## src/adcpr_pkg.sv

```systemverilog
// Purpose: shared constants and types for the parallel converter readout link
// Assumes: 125 MHz clock, 8 ns period
// Notes: times are kept in their printed unit, cycle counts derive from them
package adcpr_pkg;
  localparam int CLK_PERIOD_PS = 8000;
  localparam int RES_W = 16;
  localparam int BYTE_W = 8;
  // timing figures as printed
  localparam int T_START_NS = 40;
  localparam int T_PREV_VALID_NS = 5000;
  localparam int T_DATA_VALID_NS = 8000;
  localparam int T_BUSY_AFTER_DATA_NS = 50;
  // least times round up, longest times round down
  localparam int START_CYC = (T_START_NS * 1000 + CLK_PERIOD_PS - 1) / CLK_PERIOD_PS;
  localparam int PREV_VALID_CYC = (T_PREV_VALID_NS * 1000) / CLK_PERIOD_PS;
  localparam int CONV_CYC = (T_DATA_VALID_NS * 1000) / CLK_PERIOD_PS;
  localparam int BUSY_GAP_CYC = (T_BUSY_AFTER_DATA_NS * 1000 + CLK_PERIOD_PS - 1) / CLK_PERIOD_PS;
  localparam logic [RES_W-1:0] CODE_ZERO = 16'h0000;
  localparam logic [RES_W-1:0] CODE_MID = 16'h8000;
  localparam logic [RES_W-1:0] CODE_BELOW_MID = 16'h7FFF;
  localparam logic [RES_W-1:0] CODE_FULL = 16'hFFFF;
  localparam logic [RES_W-1:0] RESULT_RST = 16'h0000;
  typedef enum logic [1:0] {
    ADCPR_IDLE = 2'b00,
    ADCPR_CONV = 2'b01,
    ADCPR_GAP = 2'b10
  } adcpr_state_t;
  typedef enum logic [2:0] {
    ADCPR_H_IDLE = 3'b000,
    ADCPR_H_CONV = 3'b001,
    ADCPR_H_WAIT = 3'b010,
    ADCPR_H_READ = 3'b011,
    ADCPR_H_PUSH = 3'b100
  } adcpr_hstate_t;
endpackage

```

## src/adcpr_if.sv

```systemverilog
// Purpose: parallel result port link between converter and host
// Assumes: one clock domain; data lines resolved by the bench from enables
// Notes: result_bits output enable is active low (low while driving)
`timescale 1ns/1ps
`default_nettype none
interface adcpr_if;
  logic cs_n;
  logic rd_conv;
  logic byte_sel;
  logic busy_n;
  logic [15:0] result_bits_out;
  logic result_bits_oe_n;
  logic [15:0] result_bits_in;
  modport dev (
    input cs_n, rd_conv, byte_sel,
    output busy_n, result_bits_out, result_bits_oe_n
  );
  modport host (
    output cs_n, rd_conv, byte_sel,
    input busy_n, result_bits_in
  );
endinterface
`default_nettype wire

```

## src/adcpr_host.sv

```systemverilog
// Purpose: host end: starts conversions, reads two bytes, streams words out
// Assumes: converter end on the same clock; busy_n and data pass two flip-flops
// Notes: reads only after busy rises, so reads never overlap a conversion
`timescale 1ns/1ps
`default_nettype none
module adcpr_host import adcpr_pkg::*; #(
  parameter int PULSE_CYCLES = START_CYC + 2,
  // select-to-data path is three converter flops plus two host flops, so six cycles at least
  parameter int SETTLE_CYCLES = 6
) (
  input wire logic clk_in,
  input wire logic nrst_in,
  adcpr_if.host link,
  input wire logic start_in,
  output logic start_ready_out,
  output logic word_valid_out,
  input wire logic word_ready_in,
  output logic [RES_W-1:0] word_out
);
  initial begin
    if (PULSE_CYCLES < START_CYC + 2 || PULSE_CYCLES > 255 || SETTLE_CYCLES < 6 || SETTLE_CYCLES > 255)
      $error("adcpr_host: bad pulse or settle count");
  end
  typedef struct packed {
    logic [1:0] bsync;
    logic [RES_W-1:0] d1;
    logic [RES_W-1:0] d2;
    logic busy_prev;
    adcpr_hstate_t st;
    logic [7:0] cnt;
    logic cs_n;
    logic rd_conv;
    logic byte_sel;
    logic [RES_W-1:0] word;
  } adcpr_host_t;
  adcpr_host_t s_q, s_d;
  logic busy_rise, buf_ready;

  always_comb begin
    s_d = s_q;
    s_d.bsync = {s_q.bsync[0], link.busy_n};
    s_d.d1 = link.result_bits_in;
    s_d.d2 = s_q.d1;
    s_d.busy_prev = s_q.bsync[1];
    busy_rise = s_q.bsync[1] && !s_q.busy_prev;
    case (s_q.st)
      ADCPR_H_IDLE: begin
        if (start_in && buf_ready) begin
          s_d.cs_n = 1'b0;
          s_d.rd_conv = 1'b0;
          s_d.cnt = '0;
          s_d.st = ADCPR_H_CONV;
        end
      end
      ADCPR_H_CONV: begin
        s_d.cnt = s_q.cnt + 8'd1;
        if (s_q.cnt + 8'd1 >= 8'(PULSE_CYCLES)) begin
          s_d.cs_n = 1'b1;
          s_d.rd_conv = 1'b1;
          s_d.st = ADCPR_H_WAIT;
        end
      end
      ADCPR_H_WAIT: begin
        if (busy_rise) begin
          s_d.cs_n = 1'b0;
          s_d.byte_sel = 1'b0;
          s_d.cnt = '0;
          s_d.st = ADCPR_H_READ;
        end
      end
      ADCPR_H_READ: begin
        s_d.cnt = s_q.cnt + 8'd1;
        if (s_q.cnt + 8'd1 >= 8'(SETTLE_CYCLES)) begin
          s_d.cnt = '0;
          if (!s_q.byte_sel) begin
            s_d.word[RES_W-1:BYTE_W] = s_q.d2[RES_W-1:BYTE_W];
            s_d.byte_sel = 1'b1;
          end else begin
            s_d.word[BYTE_W-1:0] = s_q.d2[BYTE_W-1:0];
            s_d.cs_n = 1'b1;
            s_d.byte_sel = 1'b0;
            s_d.st = ADCPR_H_PUSH;
          end
        end
      end
      ADCPR_H_PUSH: begin
        if (buf_ready) begin
          s_d.st = ADCPR_H_IDLE;
        end
      end
      default: begin
        s_d.st = ADCPR_H_IDLE;
      end
    endcase
  end

  always_ff @(posedge clk_in or negedge nrst_in) begin
    if (!nrst_in) begin
      s_q <= '0;
      s_q.bsync <= 2'b11;
      s_q.busy_prev <= 1'b1;
      s_q.cs_n <= 1'b1;
      s_q.rd_conv <= 1'b1;
    end else begin
      s_q <= s_d;
    end
  end

  assign link.cs_n = s_q.cs_n;
  assign link.rd_conv = s_q.rd_conv;
  assign link.byte_sel = s_q.byte_sel;
  assign start_ready_out = (s_q.st == ADCPR_H_IDLE) && buf_ready;

  adcpr_buf2 #(
    .W(RES_W)
  ) u_buf (
    .clk_in(clk_in),
    .nrst_in(nrst_in),
    .in_valid_in(s_q.st == ADCPR_H_PUSH),
    .in_ready_out(buf_ready),
    .in_data_in(s_q.word),
    .out_valid_out(word_valid_out),
    .out_ready_in(word_ready_in),
    .out_data_out(word_out)
  );
endmodule
`default_nettype wire

```

## src/adcpr_buf2.sv

```systemverilog
// Purpose: two-entry valid/ready buffer in the host's result path
// Assumes: single clock
// Notes: full and empty are exact; depth fixed at two entries
`timescale 1ns/1ps
`default_nettype none
module adcpr_buf2 import adcpr_pkg::*; #(
  parameter int W = 16
) (
  input wire logic clk_in,
  input wire logic nrst_in,
  input wire logic in_valid_in,
  output logic in_ready_out,
  input wire logic [W-1:0] in_data_in,
  output logic out_valid_out,
  input wire logic out_ready_in,
  output logic [W-1:0] out_data_out
);
  initial begin
    if (W < 1) $error("adcpr_buf2: width must be positive");
  end
  typedef struct packed {
    logic [1:0][W-1:0] mem;
    logic rd;
    logic wr;
    logic [1:0] cnt;
  } adcpr_buf_t;
  adcpr_buf_t s_q, s_d;
  logic push, pop;
  always_comb begin
    in_ready_out = (s_q.cnt != 2'd2);
    out_valid_out = (s_q.cnt != 2'd0);
    out_data_out = s_q.mem[s_q.rd];
    push = in_valid_in && in_ready_out;
    pop = out_valid_out && out_ready_in;
    s_d = s_q;
    if (push) begin
      s_d.mem[s_q.wr] = in_data_in;
      s_d.wr = ~s_q.wr;
    end
    if (pop) begin
      s_d.rd = ~s_q.rd;
    end
    s_d.cnt = s_q.cnt + {1'b0, push} - {1'b0, pop};
  end
  always_ff @(posedge clk_in or negedge nrst_in) begin
    if (!nrst_in) begin
      s_q <= '0;
    end else begin
      s_q <= s_d;
    end
  end
endmodule
`default_nettype wire

```

## src/flat_wrapper.sv

```systemverilog
// flat-port wrapper written by rule: the top's interface ports become plain ports
module adcpr_host_flat import adcpr_pkg::*;
#(
  parameter int PULSE_CYCLES = START_CYC + 2,
                                                                                             
  parameter int SETTLE_CYCLES = 6
)
  (clk_in, nrst_in, start_in, start_ready_out, word_valid_out, word_ready_in, word_out, link_cs_n, link_rd_conv, link_byte_sel, link_busy_n, link_result_bits_in);
  adcpr_if link_i ();
  input wire logic clk_in;
  input wire logic nrst_in;
  input wire logic start_in;
  output logic start_ready_out;
  output logic word_valid_out;
  input wire logic word_ready_in;
  output logic [RES_W-1:0] word_out;
  output wire logic [$bits(link_i.cs_n)-1:0] link_cs_n;
  output wire logic [$bits(link_i.rd_conv)-1:0] link_rd_conv;
  output wire logic [$bits(link_i.byte_sel)-1:0] link_byte_sel;
  input wire logic [$bits(link_i.busy_n)-1:0] link_busy_n;
  input wire logic [$bits(link_i.result_bits_in)-1:0] link_result_bits_in;
  assign link_cs_n = link_i.cs_n;
  assign link_rd_conv = link_i.rd_conv;
  assign link_byte_sel = link_i.byte_sel;
  assign link_i.busy_n = link_busy_n;
  assign link_i.result_bits_in = link_result_bits_in;
  adcpr_host #(.PULSE_CYCLES(PULSE_CYCLES), .SETTLE_CYCLES(SETTLE_CYCLES)) u_core (.clk_in(clk_in), .nrst_in(nrst_in), .link(link_i), .start_in(start_in), .start_ready_out(start_ready_out), .word_valid_out(word_valid_out), .word_ready_in(word_ready_in), .word_out(word_out));
endmodule
```

## config.mk

```make
export PLATFORM = sky130hd
export DESIGN_NAME = adcpr_host_flat
export DESIGN_NICKNAME = d
export VERILOG_FILES = /design/src/adcpr_pkg.sv /design/src/adcpr_if.sv /design/src/adcpr_host.sv /design/src/adcpr_buf2.sv /design/src/flat_wrapper.sv
export SDC_FILE = /design/constraint.sdc
export NUM_CORES = 1
export LEC_CHECK = 0
export BUFFER_PORTS_ARGS = -buffer_cell sky130_fd_sc_hd__buf_2
export CAP_MARGIN = 25
export CORE_MARGIN = 2
export CORE_UTILIZATION = 26
export CTS_CLUSTER_SIZE = 25
export DETAILED_ROUTE_END_ITERATION = 7
export PLACE_DENSITY_LB_ADDON = 0.15
export SKIP_LAST_GASP = 1
export SYNTH_ARGS = -nofsm -noshare
export SYNTH_HDL_FRONTEND = slang
export SYNTH_SLANG_ARGS = --single-unit
```

## constraint.sdc

```tcl
create_clock -name clk_in -period 3.4 [get_ports clk_in]
set_input_delay 0.17 -clock clk_in [delete_from_list [all_inputs] [get_ports clk_in]]
set_output_delay 0.17 -clock clk_in [all_outputs]
set_load 0.01 [all_outputs]
```

# [Yosys cells after proc, flatten, opt, wreduce, memory -nomap -nowiden]
# Index checks and enable logic that the tools add are counted.
[op_classes] add_sub_neg=3 n_mul=0 n_div=0 order_cmp=5 n_eq_ne=11 shifts=0 muxes=22 n_bitwise=3 n_reduce_logical=19
[op_table] cell="$mux W16" count=3
[op_table] cell="$pmux W9 S4" count=1
[op_table] cell="$bwmux W32" count=1
[op_table] cell="$mux W12" count=2
[op_table] cell="$mux W17" count=1
[op_table] cell="$demux W16 S1" count=1
[op_table] cell="$ge A8 B3 Y1 const B" count=2
[op_table] cell="$mux W8" count=2
[op_table] cell="$pmux W3 S5" count=1
[op_table] cell="$reduce_and A3 Y1" count=5
[op_table] cell="$mux W13" count=1
[op_table] cell="$ne A2 B1 Y1 const B" count=6
[op_table] cell="$reduce_and A6 Y1" count=2
[op_table] cell="$mux W3" count=3
[op_table] cell="$add A8 B1 Y8 const B" count=1
[op_table] cell="$eq A3 B2 Y1 const B" count=2
[op_table] cell="$logic_and A1 B1 Y1" count=6
[op_table] cell="$reduce_bool A2 Y1" count=3
[op_table] cell="$lt A1 B2 Y1 const B" count=2
[op_table] cell="$pmux W1 S2" count=2
[op_table] cell="$reduce_bool A4 Y1" count=1
[op_table] cell="$eq A3 B1 Y1 const B" count=1
[op_table] cell="$eq A3 B3 Y1 const B" count=1
[op_table] cell="$logic_not A3 Y1" count=1
[op_table] cell="other kinds (8)" count=12
[word_totals] register_bits=101 latchBits=0 mem_bits_rw=0 rom_bits=0 out_inout_bits=21 memories=0

# [Depth between registers and ports, before layout]
# Gate-level depths: netlist of the first run.
[logic_depth] word_depth=5 ltp_mapped=8 depth_no_buf=8

# [By module]
# Synthesis of the first run repeated with hierarchy kept, for this count alone.
[hier_totals] hier_cells=290 hier_area_um2=4110.2
[modules_own_cells] mod="adcpr_host" instances=1 cells_each=182 area_each_um2=2427.3 seq_area_each_um2=1632.8
[modules_own_cells] mod="adcpr_buf2" instances=1 cells_each=108 area_each_um2=1682.9 seq_area_each_um2=900.9

# [Worst setup path before layout of the first run]
# Ideal clock, no wire load.
[synth_path] kind="reg-to-reg" startpoint="register u_core.s_q[19] in the netlist's numbering" endpoint="register u_core.s_q[10] in the netlist's numbering" setup_ns=0.125 arrival_time_ns=2.398 t_required_ns=3.275 setup_slack_ns=0.878 path_stages_with_launch=9 path_buffers=1 synth_period_minus_slack_ns=2.522 cell_sequence="dfrtp_1 > ha_1 > and3_1 > buf_6 > and3_1 > o21bai_4 > a21oi_2 > a2111oi_4 > mux2_2"
[synth_between] elab_chain_len=3
[synth_rtl] element="start: declaration" line="adcpr_host.sv:36" text="adcpr_host_t s_q, s_d;"
[synth_rtl] element="$add A8 B1 Y8" line="adcpr_host.sv:73" text="if (s_q.cnt + 8'd1 >= 8'(SETTLE_CYCLES)) begin"
[synth_rtl] element="$ge A8 B3 Y1" line="adcpr_host.sv:73"
[synth_rtl] element="$reduce_and A3 Y1 (no source line)"
# Every way passes these cells.
# A chain may end at the register's enable or synchronous reset.

# [Worst setup path in the final report of the first run]
# Same ends and word-level chain as after synthesis.

==> results of run 1 <==
[cell usage in the layout, fill, tap and decap left out, types with 2 or more instances in the layout]
cell            n
nand2_1         7
a31oi_1         2
a21o_1          3
mux2_2         65
a211oi_1        2
o21ai_0        12
o21bai_1        2
clkbuf_16       9
nor3_1          4
or2_2           2
a211o_1         2
xor2_1          3
nand2b_1        2
inv_1          10
nor2_1         10
dfstp_2         5
and3_1          3
buf_4           5
clkbuf_1        2
buf_2          40
nand4_1         4
xnor2_1         4
ha_1            5
a21oi_1         4
dfrtp_1        96
a21oi_2         2
dlygate4sd3_1  18
nand3_1         6
[report_power, final]
part,leakage [uW],switching [uW],internal (uW)
combinational,0.000926,429,461
clock,0.000139,441,589
sequential,0.00127,246,1460
total,0.00234,1120,2510
[sequential cells by signal, indices dropped and copies added, names as in the netlist]
register,cells
u_core.u_buf.s_q,36
u_core.link.byte_sel,1
u_core.s_q,44
u_core.link.rd_conv,1
u_core.s_d,18
u_core.link.cs_n,1
[metal layers]
| metal | vias to the layer above | share of wire | GRT usage |
|---|---|---|---|
| li1 | 1128 | - | - |
| met5 | - | 0 | 0 |
| met4 | 0 | 0.027 | 0.06206 |
| met1 | 1180 | 0.50 | 0.1406 |
| met2 | 38 | 0.45 | 0.1505 |
| met3 | 13 | 0.023 | 0.01996 |
[metrics by stage]
stage                     power [uW]  hold WS, ns  worst slack (ns)  instances
final                           3623       0.1712            0.6244        539
after global routing            3874       0.2015            0.4910        539
after CTS                       3683      0.04330            0.5955        537
after detailed placement        2617       0.2793            0.6056        505
after global placement          2611       0.2778            0.6706        505
after floorplan                 2342      -0.1256            0.8777        285
[worst max-delay path, stage by stage (launching register included)]
cell and delay, ns:
dfrtp_1 0.46, ha_1 0.31, and3_1 0.27, and3_1 0.21, o21bai_4 0.14, a21oi_2 0.14
a2111oi_4 0.71, mux2_2 0.41
[kinds of logic after synthesis]
group / count (synthesis) / share of synthesized area
mux: 65 / 0.1817
flops: 101 / 0.6291
compound gates: 40 / 0.07705
simple gates: 44 / 0.05499
buf+inv: 23 / 0.02641
fa+ha+maj: 5 / 0.01553
xor+xnor: 7 / 0.01522
[how the worst min path moves through the flow]
stage,startpoint,to,slack (ns),cells after the start
floorplan,nrst_in,u_core.link.byte_sel,-0.13,0
global placement,link_result_bits_in[5],u_core.s_d[36],0.28,1
detailed placement,link_result_bits_in[7],u_core.s_d[38],0.28,1
CTS,nrst_in,u_core.s_q[22],0.04,1
global route,word_ready_in,u_core.u_buf.s_q[3],0.20,3
finish,word_ready_in,u_core.u_buf.s_q[3],0.17,3
[final cells by class]
type                            instances  area, sq um  area share
Tap cell                              188        235.2     0.04767
Multi-Input combinational cell        161         1390      0.2817
Timing Repair Buffer                   64        445.4     0.09026
Sequential cell                       101         2534      0.5134
Clock inverter                          3        46.29    0.009381
Clock buffer                           12        246.5     0.04995
Inverter                               10        37.54    0.007606
==> flow_metrics.tcl, run 1 <==
set metrics [dict create \
    drt_first_pass_iters 4 \
    dpl.hpwl_microns 4902 \
    arrival_ns 3.00 \
    synthCells 285 \
    power.leakage_uw 0.002338 \
    die_x_microns 128.5 \
    drtAntennaViolNets 0 \
    maxSlewViolCount 0 \
    wl_microns 7746 \
    reg2reg_from "u_core.s_q[19]" \
    start_util 0.2659 \
    avgViaCountPerCell 4.377 \
    post_cts_resized 0 \
    cp-start-kind "register" \
    yosysMostFrequentCell "dfrtp_1" \
    syn-cell-area_sq_um 4028 \
    synthTopCellsByArea "dfrtp_1, mux2_2, dfstp_2, ha_1, o21ai_0" \
    ys_seq_elements 101 \
    design_area_sq_um 4935 \
    cts_buffers 9 \
    fin_util 0.3258 \
    nFillCells 1497 \
    period_share 0.8164 \
    die_h_microns 128.5 \
    relSlewSlack 0.3928 \
    endpoint "u_core.s_q[10]" \
    rows 45 \
    worstReg2RegEnd "u_core.s_q[10]" \
    yosys.cell_types.count 43 \
    peakVddDrop_uv 226.6 \
    core_sq_um 15150 \
    first_global_vias 2358 \
    synth-edff-count 0 \
    rr_worst_depth 7 \
    place_area_sq_um 4434 \
    status "complete, no violations" \
    crit_fanout 9 \
    syn_nets 311 \
    clock_sinks 101 \
    grt_use_total 0.1027 \
    synthArstFlopShare 1.000 \
    clock_latency_ns 0.34 \
    area_growth_syn_to_layout_pct 22.52 \
    htreeDepth 3 \
    layout-drive-gt1-share 0.3932 \
    maxCapViolCount 0 \
    finalNetCount 373 \
    die_area_sq_um 16500 \
    overflow 0 \
    hold_viol_final 0 \
    crit_start "u_core.s_q[19]" \
    grt_pass1_wl_microns 12810 \
    synthTopCellsByCount "dfrtp_1, mux2_2, o21ai_0" \
    ys_dominant_reg_cell "dfrtp_1" \
    antenna_found_initial 0 \
    hold_path.class "input pin to register" \
    drcViolationCount 0 \
    fin_tns_setup_ns 0 \
    port_buffers 41 \
    crit_required_ns 3.63 \
    crit_type "register to register" \
    cts_tree "yes" \
    clock-root-buffer "clkbuf_16" \
    max_clock_freq_ghz 0.3603 \
    min_period_ns 2.776 \
    clkTransAtPathRegs_ns 0.07 \
    rsz0062_at_grt "false" \
    r2r_setup_slack_ns 0.62 \
    setup_viol 0 \
    wl_per_cell_microns 14.37 \
    yosysWarnings 0 \
    synth_area_leader_cell "dfrtp_1" \
    drtIter0Drc 107 \
    power_density_nw_per_um2 734.2 \
    tightestPinTransition_ns 0.9108 \
    synth_top_cell_area_share 0.5965 \
    hold_buffers 17 \
    vias 2359 \
    avgSynthCellArea_sq_um 14.13 \
    clk_path_buf_depth 2 \
    worst_clock_skew_ns 0.006037 \
    cp-end-kind "register" \
    antenna_cells 0 \
    io_pins 42 \
    place_congestion 0.7699 \
    grt_max_degree 80 \
    cts_setup_buffers 0 \
    synth-seq-area-share 0.6291 \
]
Power figures use the tool's default switching activity.
==> run 2, diff against run 1 <==
==> constraint.sdc (replaced) <==
create_clock -name clk_in -period 2.85 [get_ports clk_in]
set_input_delay 0.1425 -clock clk_in [delete_from_list [all_inputs] [get_ports clk_in]]
set_output_delay 0.1425 -clock clk_in [all_outputs]
set_load 0.01 [all_outputs]
==> run 2 against run 1 <==
Effect of this change:
- hold slack lost 0.042 ns
- utilization grew 0.13 points
- maximum frequency grew 6.1%
- register-to-register slack lost 0.39 ns
- clock skew grew 0.0036 ns
- clock power grew 17%
- sequential cell count is the same
==> flow_metrics.tcl, run 2 (synthesis results as in run 1) <==
set metrics [dict create \
    maxCapViolCount 0 \
    max_clock_freq_ghz 0.3822 \
    peakVddDrop_uv 345.8 \
    die_h_microns 128.5 \
    clkTransAtPathRegs_ns 0.07 \
    clk_path_buf_depth 2 \
    rr_worst_depth 7 \
    power_density_nw_per_um2 875.5 \
    cp-end-kind "register" \
    nFillCells 1502 \
    grt_pass1_wl_microns 13170 \
    drtAntennaViolNets 0 \
    rows 45 \
    first_global_vias 2397 \
    hold_buffers 18 \
    fin_tns_setup_ns 0 \
    min_period_ns 2.616 \
    sequentialPowerShare 0.461 \
    dpl.hpwl_microns 5134 \
    r2r_setup_slack_ns 0.23 \
    crit_type "register to register" \
    finalNetCount 375 \
    status "complete, no violations" \
    hold_path.class "input pin to register" \
    avgViaCountPerCell 4.327 \
    drt_first_pass_iters 4 \
    mostFrequentLayoutCells "dfrtp_1, mux2_2, buf_2" \
    largest_reg_flops 44 \
    arrival_ns 2.85 \
    largest-register "u_core.s_q" \
    grt_max_degree 57 \
    drcViolationCount 0 \
    hold_ws_ns 0.1293 \
    antenna_cells 0 \
    clock_latency_ns 0.35 \
    period_share 0.9180 \
    power.leakage_uw 0.002356 \
    htreeDepth 3 \
    crit_fanout 9 \
    maxSlewViolCount 0 \
    die_x_microns 128.5 \
    p_total_uw 4338 \
    p_sw_frac 0.3198 \
    cts_tree "yes" \
    io_pins 42 \
    pwr-share-comb 0.264 \
    cts_buffers 9 \
    core_sq_um 15150 \
    cp-start-kind "register" \
    area_growth_syn_to_layout_pct 23.02 \
    port_buffers 41 \
    hold_viol_final 0 \
    setup_viol 0 \
    clock_sinks 101 \
    dpl.cell_count 508 \
    tightestPinTransition_ns 0.6845 \
    layout.cells.non_filler 542 \
    mostFrequentLayoutCell "dfrtp_1" \
    clkPwrFrac 0.276 \
    vias 2345 \
    endpoint "u_core.s_q[5]" \
    die_area_sq_um 16500 \
    switchingPower_uw 1387 \
    worst_clock_skew_ns 0.009596 \
    reg2reg_from "u_core.s_q[19]" \
    relSlewSlack 0.5401 \
    crit_required_ns 3.08 \
    place_congestion 0.7279 \
    start_util 0.2659 \
    overflow 0 \
    grt_use_total 0.1057 \
    wl_per_cell_microns 14.44 \
    wl_microns 7828 \
    drtIter0Drc 94 \
    antenna_found_initial 0 \
    clock-root-buffer "clkbuf_16" \
    crit_start "u_core.s_q[19]" \
    post_cts_resized 0 \
    layout-drive-gt1-share 0.4040 \
    rsz0062_at_grt "false" \
    worstReg2RegEnd "u_core.s_q[5]" \
    cts_setup_buffers 0 \
    intPower_uw 2951 \
]
==> run 2: cell types whose count changed in the layout (fill, tap and decap cells not counted), sizes merged <==
cell	change
inv	+3
buf	+2
clkbuf	-2
clkinv	+2
bufinv	-1
clkinvlp	-1
==> run 2: routing by layer <==
metal  up-vias  share of wire  global-route usage
met5         -              0                   0
met4         0          0.013             0.04072
met3         7          0.034             0.03784
met2        33           0.48              0.1599
met1      1173           0.48              0.1391
li1       1132              -                   -
==> run 2: layout make-up <==
cell class	instances	area, sq um	area share
sequential	101	2534	0.5114
clock buffer	10	239.0	0.04823
inverter	10	37.54	0.007576
tap	188	235.2	0.04747
clock inverter	6	53.80	0.01086
multi-input combinational	161	1390	0.2806
timing repair buffer	66	465.4	0.09394
==> run 2: metrics by stage <==
stage                     utilization  setup WS, ns  instance area [sq um]
final                          0.3271        0.2336                   4955
after global routing           0.3271        0.1010                   4955
after CTS                      0.3271        0.1939                   4955
after detailed placement       0.2959        0.2470                   4482
after global placement         0.2959        0.3242                   4482
after floorplan                     -        0.3277                   4028
==> run 2: worst max-delay path: stages, from the launching register on <==
cell	delay (ns)
dfrtp_1	0.47
ha_1	0.31
and3_1	0.27
and3_1	0.22
o21bai_4	0.15
a21oi_2	0.14
a21oi_2	0.53
mux2_2	0.41
==> run 2: power by group through the flow <==
stage / combinational, uW / clock (uW) / sequential [uW]
2_1_floorplan: 897 / 0 / 1900
3_3_place_gp: 1140 / 0 / 2030
3_5_place_dp: 1140 / 0 / 2030
4_1_cts: 1170 / 1260 / 2010
5_1_grt: 1280 / 1340 / 2050
6_report: 1140 / 1200 / 2000
==> run 2: worst min path at each step <==
| stage | cells after the start | slack [ns] | startpoint | end |
|---|---|---|---|---|
| after global placement | 1 | 0.21 | nrst_in | u_core.s_q[24] |
| after detailed placement | 1 | 0.20 | nrst_in | u_core.s_q[24] |
| after CTS | 3 | 0.12 | word_ready_in | u_core.u_buf.s_q[3] |
| after floorplan | 0 | -0.15 | nrst_in | u_core.link.byte_sel |
| after global routing | 3 | 0.14 | word_ready_in | u_core.u_buf.s_q[3] |
| final | 3 | 0.13 | word_ready_in | u_core.u_buf.s_q[3] |
==> run 3, diff against run 2 <==
--- a/config.mk
+++ b/config.mk
@@ -11,7 +11,7 @@
 export CORE_UTILIZATION = 26
 export CTS_CLUSTER_SIZE = 25
 export DETAILED_ROUTE_END_ITERATION = 7
-export PLACE_DENSITY_LB_ADDON = 0.15
+export PLACE_DENSITY = 0.47
 export SKIP_LAST_GASP = 1
 export SYNTH_ARGS = -nofsm -noshare
 export SYNTH_HDL_FRONTEND = slang
==> run 3 against run 2 <==
Effect of this change:
- critical path depth up 1
- total power rose by 1.2%
- via count is 1.3% higher
- maximum frequency rose by 1.3%
- non-clock buffer count is 2 lower
- combinational power decreased by 4%
- clock-buffer cell count unchanged
- global-route usage shrank 0.66 points
- first-iteration DRC count increased by 9.6%
- register-to-register slack gained 0.03 ns
- critical endpoint is now u_core.s_q[11]
- highest routed layer unchanged
==> flow_metrics.tcl, run 3 (synthesis results as in run 1) <==
set metrics [dict create \
    status "complete, no violations" \
    min_from "word_ready_in" \
    cp-start-kind "register" \
    area_growth_syn_to_layout_pct 22.99 \
    clock_sinks 101 \
    r2r_setup_slack_ns 0.27 \
    drcViolationCount 0 \
    crit_start "u_core.s_q[19]" \
    wl_per_cell_microns 14.06 \
    largest_reg_flops 44 \
    layout-drive-gt1-share 0.4034 \
    place_congestion 0.7933 \
    hold_path.class "input pin to register" \
    relSlewSlack 0.4279 \
    clk_path_buf_depth 2 \
    power_density_nw_per_um2 886.6 \
    crit_type "register to register" \
    antenna_found_initial 0 \
    setup_viol 0 \
    power.leakage_uw 0.002353 \
    min_period_ns 2.582 \
    avgViaCountPerCell 4.398 \
    hold_viol_final 0 \
    arrival_ns 2.81 \
    layout.cells.non_filler 540 \
    period_share 0.9059 \
    endpoint "u_core.s_q[11]" \
    clkTransAtPathRegs_ns 0.07 \
    cp-end-kind "register" \
    worstReg2RegEnd "u_core.s_q[11]" \
    grt_use_total 0.09911 \
    dpl.cell_count 506 \
    peakVddDrop_uv 336.7 \
    dpl.hpwl_microns 4954 \
    drt_first_pass_iters 4 \
    mostFrequentLayoutCell "dfrtp_1" \
    rows 45 \
    port_buffers 41 \
    drtAntennaViolNets 0 \
    fin_tns_setup_ns 0 \
    core_sq_um 15150 \
    overflow 0 \
    wl_microns 7593 \
    die_x_microns 128.5 \
    grt_pass1_wl_microns 12370 \
    crit_required_ns 3.08 \
    clock_latency_ns 0.34 \
    cts_setup_buffers 0 \
    io_pins 42 \
    vias 2375 \
    cts_tree "yes" \
    tightestPinTransition_ns 0.8582 \
    worst_clock_skew_ns 0.007873 \
    die_area_sq_um 16500 \
    p_total_uw 4392 \
    start_util 0.2659 \
    antenna_cells 0 \
    rr_worst_depth 8 \
    cts_buffers 9 \
    drtIter0Drc 103 \
    maxSlewViolCount 0 \
    rsz0062_at_grt "false" \
    mostFrequentLayoutCells "dfrtp_1, mux2_2, buf_2" \
    largest-register "u_core.s_q" \
    reg2reg_from "u_core.s_q[19]" \
    first_global_vias 2397 \
    hold_depth 3 \
    grt_max_degree 53 \
    die_h_microns 128.5 \
    finalNetCount 373 \
    clock-root-buffer "clkbuf_16" \
    htreeDepth 3 \
    maxCapViolCount 0 \
    crit_fanout 9 \
    max_clock_freq_ghz 0.3873 \
]
-- run 3: cell types whose count changed in the layout (fill, tap and decap cells not counted), sizes merged --
| cell | change |
|---|---|
| buf | -2 |
| bufinv | +1 |
| clkinv | -3 |
| inv | +2 |
-- run 3: per-stage QoR --
step	cell area, sq um	hold slack [ns]	util	setup WS, ns
floorplan	4028	-0.1531	-	0.3277
global placement	4454	0.2267	0.2941	0.2913
detailed placement	4454	0.2329	0.2941	0.2351
CTS	4947	0.1414	0.3266	0.2086
global route	4954	0.1597	0.3271	0.1248
finish	4954	0.1503	0.3271	0.2680
-- run 3: timing repair --
| item | CTS | global route |
|---|---|---|
| hold buffers | 18 | 0 |
| hold endpoints to repair | 68 | 0 |
| endpoints found under the setup margin | 0 | 1 |
| resized for setup | 0 | 1 |
-- run 3: cell type report --
type / count / area, sq um
clock inverter: 6 / 73.82
clock buffer: 10 / 239.0
sequential: 101 / 2534
fill: 1477 / 10190
tap: 188 / 235.2
timing repair buffer: 64 / 437.9
multi-input combinational: 161 / 1396
inverter: 10 / 37.54
-- run 3: routing by layer --
metal  wire (microns)  vias up  global-route usage
li1                 -     1128                   -
met1             3621     1185              0.1315
met4              145        0             0.04654
met2             3562       51              0.1536
met3              263       11             0.02370
met5                0        -                   0
-- run 3: worst max-delay path, stage by stage, from the launching register on --
cell	delay (ns)
dfrtp_1	0.46
ha_1	0.30
and3_1	0.27
and3_1	0.21
o21bai_4	0.15
a21oi_2	0.14
a2111oi_4	0.35
buf_4	0.23
mux2_2	0.35
-- run 3: power breakdown --
part / internal [uW] / total, uW / switching (uW)
combinational: 561 / 1090 / 529
sequential: 1740 / 2030 / 289
clock: 721 / 1270 / 554
total: 3020 / 4390 / 1370
-- run 3: worst min path at each step --
stage	end
2_1_floorplan	u_core.link.byte_sel
3_3_place_gp	u_core.s_d[34]
3_5_place_dp	u_core.s_d[34]
4_1_cts	u_core.u_buf.s_q[3]
5_1_grt	u_core.u_buf.s_q[3]
6_report	u_core.u_buf.s_q[3]
